## src/gated_interval_width_counter_defines.vh

```
// Function
// - The counter is 24 bits wide, bounding the longest measurable interval.
// - At all ones the counter wraps to zero, keeps counting, latches rollover flag.
// - Count source is fast timebase by default, slow timebase, or a connector pin.
// - Source active edge is selectable; falling edges instead of default rising.
// - Gate may be taken from any connector pin instead of the dedicated one.
// - Period mode with active-low gate times falling edge to next falling edge.
// - Count source may be the peer counter's terminal count, cascading both counters.
// - One-shot width mode by default counts fast timebase from gate rise to fall.
// - Every measurement starts from zero and counts upward.
// - Armed status stays high during a measurement and drops when it completes.
// - Width mode with active-low gate measures gate fall to next gate rise.
// - Gate active at arm in one-shot width mode raises an error flag.
// - Triggered width with active-high gate counts only after a falling gate edge.
// - Triggered width with active-low gate needs a rising gate edge first.
// - Counter zero and counter one default to their own dedicated gate pins.
// - Period mode by default times rising to rising gate edges on fast timebase.
// - A halt action stops any operation at any time.
`ifndef GATED_INTERVAL_WIDTH_COUNTER_DEFINES_VH
`define GATED_INTERVAL_WIDTH_COUNTER_DEFINES_VH

`define CTR_WIDTH 24
`define PIN_COUNT 10
`define PIN_IDX_W 4

`define OFF_ACTION 12'h000
`define OFF_CONFIG 12'h004
`define OFF_STATUS 12'h008
`define OFF_COUNT 12'h00c

`define ACT_ARM 0
`define ACT_HALT 1
`define ACT_PRELOAD 2

`define CFG_MODE_LO 0
`define CFG_MODE_HI 1
`define CFG_SRC_LO 2
`define CFG_SRC_HI 3
`define CFG_SRC_EDGE 4
`define CFG_SRC_PIN_LO 5
`define CFG_SRC_PIN_HI 8
`define CFG_GATE_POL 9
`define CFG_GATE_PIN_LO 10
`define CFG_GATE_PIN_HI 13
`define CFG_GATE_CUSTOM 14
`define CFG_BITS 15
`define CFG_RESET 15'h0000

`define MODE_PERIOD 2'h0
`define MODE_ONE_SHOT_WIDTH 2'h1
`define MODE_TRIG_WIDTH 2'h2

`define SRC_FAST 2'h0
`define SRC_SLOW 2'h1
`define SRC_PIN 2'h2
`define SRC_PEER 2'h3

`define STS_ARMED 0
`define STS_ROLLOVER 1
`define STS_ERROR 2

`define CTR_ZERO_GATE_PIN 4'h9
`define CTR_ONE_GATE_PIN 4'h4

`endif

```

## src/signal_edge_detect.v

```verilog
module signal_edge_detect #(
  parameter WIDTH = 2
) (
  input wire clk,
  input wire rst_n,
  input wire [WIDTH-1:0] level,
  output wire [WIDTH-1:0] rise,
  output wire [WIDTH-1:0] fall
);
  reg [WIDTH-1:0] last;
  genvar i;
  generate
    for (i = 0; i < WIDTH; i = i + 1)
    begin : g_bit
      always @(posedge clk)
      begin
        if (!rst_n)
          last[i] <= 1'b0;
        else
          last[i] <= level[i];
      end
      assign rise[i] = level[i] & ~last[i];
      assign fall[i] = ~level[i] & last[i];
    end
  endgenerate
endmodule

```

## src/gated_interval_width_counter.v

```verilog
// Chosen here: the APB register port and the register addresses.
`include "gated_interval_width_counter_defines.vh"

module gated_interval_width_counter #(
  parameter COUNTER_ID = 0,
  parameter CTR_W = `CTR_WIDTH,
  parameter PINS = `PIN_COUNT
) (
  input wire clk,
  input wire rst_n,
  input wire psel,
  input wire penable,
  input wire pwrite,
  input wire [11:0] paddr,
  input wire [31:0] pwdata,
  output reg [31:0] prdata,
  output reg pready,
  output reg pslverr,
  input wire fast_internal_timebase,
  input wire slow_internal_timebase,
  input wire peer_terminal_count,
  input wire [PINS-1:0] connector_pins,
  output reg armed_status,
  output reg rollover_flag,
  output reg arm_error,
  output reg [CTR_W-1:0] captured_count
);
  localparam ST_IDLE = 4'b0001;
  localparam ST_TRIG = 4'b0010;
  localparam ST_START = 4'b0100;
  localparam ST_COUNT = 4'b1000;

  reg [`CFG_BITS-1:0] cfg_shadow;
  reg [`CFG_BITS-1:0] cfg_active;
  reg [3:0] state;
  reg [3:0] next_state;
  reg [CTR_W-1:0] next_count;
  reg next_rollover;
  reg next_armed;
  reg next_error;
  reg [`CFG_BITS-1:0] next_cfg_active;
  reg src_level;
  reg [31:0] rd_word;
  reg rd_ok;
  reg cfg_settle;

  wire bus_done = psel & penable & pready;
  wire wr_en = bus_done & pwrite & ~pslverr;
  wire act_arm = wr_en && paddr == `OFF_ACTION && pwdata[`ACT_ARM];
  wire act_halt = wr_en && paddr == `OFF_ACTION && pwdata[`ACT_HALT];
  wire act_preload = wr_en && paddr == `OFF_ACTION && pwdata[`ACT_PRELOAD];

  wire [1:0] mode = cfg_active[`CFG_MODE_HI:`CFG_MODE_LO];
  wire [1:0] src_sel = cfg_active[`CFG_SRC_HI:`CFG_SRC_LO];
  wire src_falling = cfg_active[`CFG_SRC_EDGE];
  wire [`PIN_IDX_W-1:0] src_pin = cfg_active[`CFG_SRC_PIN_HI:`CFG_SRC_PIN_LO];
  wire gate_low = cfg_active[`CFG_GATE_POL];
  wire [`PIN_IDX_W-1:0] custom_gate_pin = cfg_active[`CFG_GATE_PIN_HI:`CFG_GATE_PIN_LO];
  wire [`PIN_IDX_W-1:0] default_gate_pin = (COUNTER_ID == 0) ? `CTR_ZERO_GATE_PIN : `CTR_ONE_GATE_PIN;
  wire [`PIN_IDX_W-1:0] gate_pin = cfg_active[`CFG_GATE_CUSTOM] ? custom_gate_pin : default_gate_pin;

  // Out-of-range pin indices read as low so a bad index never counts.
  wire gate_raw = (gate_pin < PINS) ? connector_pins[gate_pin] : 1'b0;
  wire src_pin_raw = (src_pin < PINS) ? connector_pins[src_pin] : 1'b0;

  wire gate_active = gate_raw ^ gate_low;

  // The arm check uses the configuration being loaded, not the old one.
  wire [1:0] new_mode = cfg_shadow[`CFG_MODE_HI:`CFG_MODE_LO];
  wire new_gate_low = cfg_shadow[`CFG_GATE_POL];
  wire [`PIN_IDX_W-1:0] new_gate_pin = cfg_shadow[`CFG_GATE_CUSTOM] ?
    cfg_shadow[`CFG_GATE_PIN_HI:`CFG_GATE_PIN_LO] : default_gate_pin;
  wire new_gate_raw = (new_gate_pin < PINS) ? connector_pins[new_gate_pin] : 1'b0;
  wire new_gate_active = new_gate_raw ^ new_gate_low;

  always @*
  begin
    case (src_sel)
      `SRC_FAST: src_level = fast_internal_timebase;
      `SRC_SLOW: src_level = slow_internal_timebase;
      `SRC_PIN: src_level = src_pin_raw;
      `SRC_PEER: src_level = peer_terminal_count;
      default: src_level = fast_internal_timebase;
    endcase
  end

  wire [1:0] edge_rise;
  wire [1:0] edge_fall;

  signal_edge_detect #(
    .WIDTH(2)
  ) u_edges (
    .clk(clk),
    .rst_n(rst_n),
    .level({gate_active, src_level}),
    .rise(edge_rise),
    .fall(edge_fall)
  );

  reg src_tick;
  reg gate_on;
  reg gate_off;

  // A new source or gate selection makes the detector compare two different
  // signals for one cycle, so edges seen in that cycle are dropped.
  // A real edge that lands in exactly that cycle is lost as well.
  always @*
  begin
    src_tick = 1'b0;
    gate_on = 1'b0;
    gate_off = 1'b0;
    if (!cfg_settle)
    begin
      src_tick = src_falling ? edge_fall[0] : edge_rise[0];
      gate_on = edge_rise[1];
      gate_off = edge_fall[1];
    end
  end

  wire is_period = (mode == `MODE_PERIOD);
  // period ends on next active edge
  wire meas_end = is_period ? gate_on : gate_off;
  wire [CTR_W-1:0] all_ones = {CTR_W{1'b1}};

  always @*
  begin
    next_state = state;
    next_count = captured_count;
    next_rollover = rollover_flag;
    next_armed = armed_status;
    next_error = arm_error;
    next_cfg_active = cfg_active;
    if (act_preload)
      next_cfg_active = cfg_shadow;
    case (state)
      ST_IDLE:
      begin
        if (act_arm)
        begin
          next_cfg_active = cfg_shadow;
          next_count = {CTR_W{1'b0}};
          next_rollover = 1'b0;
          next_error = 1'b0;
          if (new_mode == `MODE_ONE_SHOT_WIDTH && new_gate_active)
          begin
            next_error = 1'b1;
            next_armed = 1'b0;
          end
          else if (new_mode == `MODE_TRIG_WIDTH)
          begin
            next_state = ST_TRIG;
            next_armed = 1'b1;
          end
          else
          begin
            next_state = ST_START;
            next_armed = 1'b1;
          end
        end
      end
      ST_TRIG:
      begin
        if (gate_off)
          next_state = ST_START;
      end
      ST_START:
      begin
        if (gate_on)
          next_state = ST_COUNT;
      end
      ST_COUNT:
      begin
        if (meas_end)
        begin
          next_state = ST_IDLE;
          next_armed = 1'b0;
        end
        else if (src_tick && (is_period || gate_active))
        begin
          next_count = captured_count + {{(CTR_W-1){1'b0}}, 1'b1};
          if (captured_count == all_ones)
            next_rollover = 1'b1;
        end
      end
      default:
      begin
        next_state = ST_IDLE;
        next_armed = 1'b0;
      end
    endcase
    if (act_halt)
    begin
      next_state = ST_IDLE;
      next_armed = 1'b0;
      next_count = {CTR_W{1'b0}};
      next_rollover = 1'b0;
      next_error = 1'b0;
    end
  end

  always @(posedge clk)
  begin
    if (!rst_n)
    begin
      state <= ST_IDLE;
      captured_count <= {CTR_W{1'b0}};
      rollover_flag <= 1'b0;
      armed_status <= 1'b0;
      arm_error <= 1'b0;
      cfg_active <= `CFG_RESET;
    end
    else
    begin
      state <= next_state;
      captured_count <= next_count;
      rollover_flag <= next_rollover;
      armed_status <= next_armed;
      arm_error <= next_error;
      cfg_active <= next_cfg_active;
    end
  end

  // Reset masks the first cycle too, since the detector restarts from low levels.
  always @(posedge clk)
  begin
    if (!rst_n)
      cfg_settle <= 1'b1;
    else
      cfg_settle <= (next_cfg_active != cfg_active);
  end

  always @*
  begin
    rd_word = 32'h00000000;
    rd_ok = 1'b1;
    case (paddr)
      `OFF_ACTION: rd_word = 32'h00000000;
      `OFF_CONFIG: rd_word = {{(32-`CFG_BITS){1'b0}}, cfg_shadow};
      `OFF_STATUS: rd_word = {29'h00000000, arm_error, rollover_flag, armed_status};
      `OFF_COUNT: rd_word = {{(32-CTR_W){1'b0}}, captured_count};
      default: rd_ok = 1'b0;
    endcase
  end

  // Every access waits one extra cycle so the answer comes from flip-flops.
  wire access_cycle = psel & penable & ~pready;

  always @(posedge clk)
  begin
    if (!rst_n)
    begin
      pready <= 1'b0;
      pslverr <= 1'b0;
      prdata <= 32'h00000000;
    end
    else
    begin
      pready <= access_cycle;
      if (access_cycle)
      begin
        pslverr <= ~rd_ok;
        prdata <= (pwrite | ~rd_ok) ? 32'h00000000 : rd_word;
      end
      else
      begin
        pslverr <= 1'b0;
        prdata <= 32'h00000000;
      end
    end
  end

  // The shadow feeds only the next arm or preload; a preload applies it even to a running measurement.
  always @(posedge clk)
  begin
    if (!rst_n)
      cfg_shadow <= `CFG_RESET;
    else if (wr_en && paddr == `OFF_CONFIG)
      cfg_shadow <= pwdata[`CFG_BITS-1:0];
  end
endmodule

```

## config.mk

```make
export PLATFORM = sky130hd
export DESIGN_NAME = gated_interval_width_counter
export DESIGN_NICKNAME = d
export VERILOG_FILES = /design/src/signal_edge_detect.v /design/src/gated_interval_width_counter.v
export VERILOG_INCLUDE_DIRS = /design/src
export SDC_FILE = /design/constraint.sdc
export NUM_CORES = 1
export LEC_CHECK = 0
export BUFFER_PORTS_ARGS = -buffer_cell sky130_fd_sc_hd__buf_2
export CAP_MARGIN = 15
export CORE_ASPECT_RATIO = 0.9
export CORE_UTILIZATION = 48
export CTS_CLUSTER_SIZE = 20
export DETAILED_ROUTE_END_ITERATION = 8
export GPL_TIMING_DRIVEN = 0
export PLACE_DENSITY = 0.82
export SLEW_MARGIN = 30
export SYNTH_ARGS = -nofsm -noshare
export SYNTH_HDL_FRONTEND = slang
export SYNTH_SLANG_ARGS = --single-unit
```

## constraint.sdc

```tcl
create_clock -name clk -period 2.77 [get_ports clk]
set_input_delay 0.554 -clock clk [delete_from_list [all_inputs] [get_ports clk]]
set_output_delay 0.554 -clock clk [all_outputs]
set_load 0.02 [all_outputs]
```

Word level (Yosys, flattened, before mapping)
Cells that the tools add are included.
Storage, ports and cells
  memories: 0
  register bits: 98
  memory bits (read-only): 0
  latch bits: 0
  input port bits: 62
  RAM bits: 0
Cells by class
  $lt $le $gt $ge: 6
  shifts and indexed selects: 0
  reduce and logical (&&, ||, !) cells: 22
  equality and inequality tests: 22
  bitwise operators: 22
  divide/modulo/power cells: 0
  multiply operators: 0
  add/sub/neg operators: 1
  muxes and demuxes: 43
Operator list (count)
  $mux W24: 3
  $pmux W24 S3: 1
  $pmux W24 S2: 1
  $mux W15: 3
  $mux W4: 7
  $add A24 B1 Y24 const B: 1
  $eq A12 B4 Y1 const B: 2
  $eq A24 B24 Y1 const B: 1
  $mux W1: 20
  $ne A2 B2 Y1 const B: 8
  $pmux W4 S4: 1
  $lt A4 B5 Y1 const B: 3
  $ne A15 B15 Y1: 1
  $bmux W1 S4: 3
  $eq A12 B3 Y1 const B: 1
  $logic_not A12 Y1: 1
  $lt A4 B4 Y1 const B: 3
  $not A1 Y1: 10
  $reduce_and A5 Y1: 2
  $and A1 B1 Y1: 9
  $logic_and A1 B1 Y1: 7
  $eq A2 B2 Y1 const B: 3
  $eq A2 B1 Y1 const B: 2
  $eq A4 B1 Y1 const B: 1
  other kinds (18): 22

Depth between registers and ports, before layout
  word-level depth: 12
  gate-level depth with buffers: 11
  gate-level depth less buffers: 8

By module
From an unflattened synthesis, not the netlist that was laid out.
Second synthesis, totals
  cell total of the unflattened synthesis: 580
  area, all modules: 4749.6 µm²
By module, submodules not included
  gated_interval_width_counter: area an instance 4672.0 µm², instances 1, cells each 572, seq. area each 1761.7 µm²
  signal_edge_detect: area an instance 77.6 µm², instances 1, cells each 8, seq. area each 40.0 µm²

Worst setup path before layout
Ideal clock, no wire load.
  path type: input -> register
  start point: input connector_pins[0]
  end point: register captured_count[6]
  arrival time: 2.890 ns
  buffers on the path: 1
  setup slack: -0.191 ns
  library setup time: 0.070 ns
  stages on the path: 9
  path through: mux2_4 > o32a_1 > o211a_1 > a41o_2 > o2111a_1 > or3_4 > buf_6 > or4_1 > a21oi_1
On the way
  word-level cells in the longest chain between the ends: 11
  elaborated cells on any way between the ends: 24
  those cells by class: 2 x eq/ne; 12 x mux; 7 x bitwise; 3 x reduce/logical
Ends and longest elaborated chain
  from (decl): RTL line gated_interval_width_counter.v:22  | input wire [PINS-1:0] connector_pins,
  $bmux W1 S4: RTL line gated_interval_width_counter.v:64  | wire src_pin_raw = (src_pin < PINS) ? connector_pins[src_pin] : 1'b0;
  $mux W1 (implied by the code): RTL line gated_interval_width_counter.v:64
  $mux W1: RTL line gated_interval_width_counter.v:64
  $pmux W1 S4: RTL line gated_interval_width_counter.v:78  | case (src_sel)
  $not A1 Y1: RTL line signal_edge_detect.v:23  | assign fall[i] = ~level[i] & last[i];
  $and A1 B1 Y1: RTL line signal_edge_detect.v:23
  $mux W1: RTL line gated_interval_width_counter.v:114  | src_tick = src_falling ? edge_fall[0] : edge_rise[0];
  $mux W1: RTL line gated_interval_width_counter.v:112  | if (!cfg_settle)
  $logic_and A1 B1 Y1: RTL line gated_interval_width_counter.v:178  | else if (src_tick && (is_period || gate_active))
  $ne A2 B2 Y1 (no line)
  $reduce_and A4 Y1 (no line) (*)
  to (signal assigned): RTL line gated_interval_width_counter.v:206  | captured_count <= {CTR_W{1'b0}};
  to (signal assigned): RTL line gated_interval_width_counter.v:215  | captured_count <= next_count;
  to (decl): RTL line gated_interval_width_counter.v:26  | output reg [CTR_W-1:0] captured_count
Mark *: on every way between the ends. The rest lies on a longest branch, timed or not. The select of a mux whose other input is x is not followed.
A chain may end at the register's enable or synchronous reset.

Worst setup path in the final report
  start point: register cfg_active[10]
  end point: register captured_count[3]
On the way
  word-level cells in the longest chain between the ends: 11
  elaborated cells on any way between the ends: 17
  those cells by class: 1 x order compare; 2 x eq/ne; 7 x mux; 4 x bitwise; 3 x reduce/logical
Ends and longest elaborated chain
  from (decl): RTL line gated_interval_width_counter.v:34  | reg [`CFG_BITS-1:0] cfg_active;
  from (signal assigned): RTL line gated_interval_width_counter.v:210  | cfg_active <= `CFG_RESET;
  from (signal assigned): RTL line gated_interval_width_counter.v:219  | cfg_active <= next_cfg_active;
  $mux W4 (*): RTL line gated_interval_width_counter.v:60  | wire [`PIN_IDX_W-1:0] gate_pin = cfg_active[`CFG_GATE_CUSTOM] ? custom_gate_pin : default_gate_pin;
  $bmux W1 S4: RTL line gated_interval_width_counter.v:63  | wire gate_raw = (gate_pin < PINS) ? connector_pins[gate_pin] : 1'b0;
  $mux W1 (implied by the code): RTL line gated_interval_width_counter.v:63
  $mux W1 (*): RTL line gated_interval_width_counter.v:63
  $xor A1 B1 Y1 (*): RTL line gated_interval_width_counter.v:66  | wire gate_active = gate_raw ^ gate_low;
  $not A1 Y1: RTL line signal_edge_detect.v:23
  $and A1 B1 Y1: RTL line signal_edge_detect.v:23
  $mux W1: RTL line gated_interval_width_counter.v:112
  $mux W1: RTL line gated_interval_width_counter.v:122  | wire meas_end = is_period ? gate_on : gate_off;
  $ne A2 B2 Y1 (no line)
  $reduce_and A4 Y1 (no line) (*)
Marks and branches as above.

==> Implementation_results.wiki <==
{| class="wikitable"
! Metric !! Value
|-
| Placed insts || 748
|-
| Post-route DRC violation count || 0
|-
| Minimum setup slack in the final design || -114 ps
|-
| Final routed wire length divided by cell count || 17.5 um
|-
| Area share of the leading cell type in the synthesized netlist || 39.2%
|-
| Pin count of the biggest net entering global routing || 17
|-
| Number of violations of the max-capacitance limit || 0
|-
| Half-perimeter wire length after placement || 9370 um
|-
| Async set-reset flop share out of synthesis || 0%
|-
| Reg2Reg Setup Slack || -110 ps
|-
| Worst slew margin || 27.3%
|-
| DR iter-0 viols || 249
|-
| Drt first pass iters || 5
|-
| Gpl congestion || 0.867
|-
| Remaining antenna violation count after routing || 0
|-
| Most used flip-flop cell after synthesis || dfxtp_1
|-
| Final Hold Vio Count || 0
|-
| Final Core Density || 63.2%
|-
| Number of global-route vias before repair || 4177
|-
| Status || finished, violations left
|-
| Die Span X || 105 um
|-
| Distinct cell type count after synthesis || 61
|-
| Number of antenna violations at the first check in global routing || 0
|-
| Count of final setup violators || 10
|-
| Worst slack, placed || -521 ps
|-
| Biggest area consumer among synthesized cells || dfxtp_1
|-
| TritonCTS buffer count || 9
|-
| Max Fclk || 347 MHz
|-
| CP Cell Sequence || mux2_4 -> o32a_1 -> o211a_1 -> a41o_4 -> o2111a_1 -> or3_4 -> buf_2 -> or4_1 -> a21oi_1
|-
| Global-route wire length before repair || 20500 um
|-
| Layout cell share with drive strength beyond 1 || 29.7%
|-
| Worst slew pin tran || 1080 ps
|-
| Final clock period utilization by the worst path || 104%
|-
| Time the worst path needs with I/O delays and setup || 2880 ps
|-
| H-tree depth || 3
|-
| Area of the die || 9980 um2
|-
| Worst IR drop on VDD || 0.282 mV
|-
| Wirelength, routed || 13500 um
|-
| Clk_skew || 7.51 ps
|-
| Hold Crit Class || primary input to register
|-
| Synthesis warning total || 0
|-
| Post-layout instance count excluding filler cells || 771
|-
| Worst EP arrival || 3170 ps
|-
| Core region area || 9210 um2
|-
| Number of nets in the finished design || 707
|-
| Maximum net fanout on the critical path || 7
|-
| Master of the slowest instance on the critical path || or4_1
|-
| Required time at the worst-slack endpoint || 3050 ps
|-
| CTS tree || built
|-
| Critical path launch point type || register
|-
| GR Overflow Total || 0
|-
| Initial standard-cell utilization of the core || 49.9%
|-
| I/O pin cnt || 123
|-
| Total count of max-transition violations in the final report || 0
|-
| Combined area of all synthesized cells || 4600 um2
|-
| Flop and latch count out of synthesis || 90
|-
| Power per cell area || 497 nW/um2
|-
| Diode count || 0
|-
| Post-synth EDFFs || 0
|-
| Top cells by area in the synthesized netlist || dfxtp_1 (39%), mux2i_1 (9.8%), nor2b_1 (5.2%), a21oi_1 (3.4%), nor2_1 (3.2%)
|-
| Count of mapped cells out of synthesis || 523
|-
| Clock transition at the register clock pins on the worst setup and hold paths after CTS || 90 ps
|-
| Skew-Pair Late Insertion Delay || 360 ps
|-
| Seq/Total Area, Yosys || 39.2%
|-
| Row count || 33
|-
| Pleak || 2.16 nW
|-
| Total via count after detailed routing || 4513
|-
| RSZ-0062 raised after global routing || yes
|-
| Via density || 5.85
|-
| Layout overhead on the synthesized area || 26.5%
|-
| Clk sinks || 90
|-
| Total global-route track usage || 26.1%
|-
| Longest individual stage delay on the worst path || 410 ps
|-
| Die Span Y || 94.9 um
|-
| Capturing element type of the critical path || register
|-
| Hold Worst Slack || 436 ps
|-
| Average cell area after synthesis || 8.79 um2
|-
| Fillcell total || 747
|-
| Violations in the final reports || negative setup slack
|-
| Maximum number of buffers from clock root to sink || 2
|-
| Cts-stage hold buffer count || 0
|-
| Kind of critical path || register to register
|-
| Clk Tree Root Cell || clkbuf_8
|-
| Quantity of I/O buffers inserted on ports || 96
|}
## stage by stage
| step | area [um2] | TNS [ps] | total power [mW] |
|---|---|---|---|
| after global routing | 5820 | -2240 | 2.99 |
| after detailed placement | 5300 | -15960 | 1.89 |
| after CTS | 5640 | -336 | 2.81 |
| after floorplan | 4660 | -126 | 1.73 |
| after global placement | 5300 | -15080 | 1.88 |
| final | 5820 | -648 | 2.89 |
## synth_stat cells (2+ instances only)
cell type  count
nand3_1       14
o21ai_0       11
nand3b_1       3
a31o_2         2
inv_1         12
o31ai_1       17
and4_1         4
o21a_1         3
clkbuf_1      31
nor4b_1        2
nor2_1        39
a21oi_1       31
o41ai_1        3
nor4_1         4
nand4b_1       4
or3_1          4
nand2_1       25
xnor2_1       12
nand2b_1       8
o211ai_1       2
nor2b_1       38
or2_2          2
o21bai_1       2
and2_1        13
buf_4          8
a22oi_1       16
a31oi_1        3
mux2_2         4
mux2i_1       45
nand4_1       12
xor2_1         4
buf_6          2
dfxtp_1       90
and3_1         3
or4_1         12
or4b_2         3
nor3_1        11
## metal layers
metal  global-route usage (%)  up-vias  part of all wire [%]
li1                         -     2124                     -
met1                     32.4     2138                    41
met2                     45.0      210                    49
met3                     5.52       41                   7.1
met4                     9.27        0                   3.0
met5                        0        -                     0
## cells in the final DEF, fill, tap and decap left out, drive strengths merged, types with 4 or more instances in the layout
cell type	synthesis	final
o31ai	17	17
o21ai	11	11
xnor2	12	12
mux2i	45	45
nor4	4	4
nor2	39	39
and4	4	4
inv	12	13
conb	1	8
dfxtp	90	90
mux2	5	5
nand3	14	14
a21oi	31	31
or3	5	5
clkbuf	31	36
buf	11	119
nand2b	8	8
or4	12	12
nor3	12	12
xor2	4	4
nand4b	4	4
and2	13	13
nor2b	38	38
nand4	12	12
nand2	25	25
a22oi	16	16
## critical path, delay by kind of cell, from the launching register on
kind | cells | cell delay [ps]
compound gates | 5 | 1140
buf+inv | 1 | 170
flops | 1 | 380
mux | 1 | 300
simple gates | 2 | 810
## cells by family (layout without fill, tap and decap cells)
family,after synthesis,after routing,synth area share (%)
simple gates,205,205,25.2
compound gates,106,106,15.7
flops,90,90,39.2
buf+inv,54,173,5.39
mux,50,50,11.1
xor+xnor,16,16,3.05
fa+ha+maj,1,1,0.272
other cells,1,8,0.0816
## registers in the layout, summed over array words and instances, names as in the netlist, 2 cells and up
register	count
cfg_active	15
cfg_shadow	15
captured_count	24
state	4
u_edges.last	2
prdata	24
## power breakdown
part,internal (mW),switching (mW)
clock,0.359,0.505
combinational,0.252,0.421
sequential,1.32,0.0365
## cell type report
cell class | count | area [um2] | area share [%]
buffer | 39 | 235 | 4.04
clock buffer | 10 | 138 | 2.37
clock inverter | 6 | 50.0 | 0.861
inverter | 12 | 45.0 | 0.775
multi-input combinational | 386 | 2830 | 48.6
sequential | 90 | 1810 | 31.2
tap | 122 | 153 | 2.62
timing repair buffer | 106 | 557 | 9.57
## path summary, 6_finish.rpt
path	from	end	depth (start not counted)
worst max-delay path	cfg_active[10]	captured_count[3]	9
worst min register to register	captured_count[20]	prdata[20]	1
worst max register to register	cfg_active[10]	captured_count[3]	9
worst min-delay path	pwdata[13]	cfg_shadow[13]	3
## what timing repair did
item                       4_1_cts  5_1_grt
gates cloned                     0        2
setup endpoints to repair       35       36
setup buffers                    5        3
gates resized for setup         26       46
pin swaps                        5       14
(Power assumes the default switching activity.)
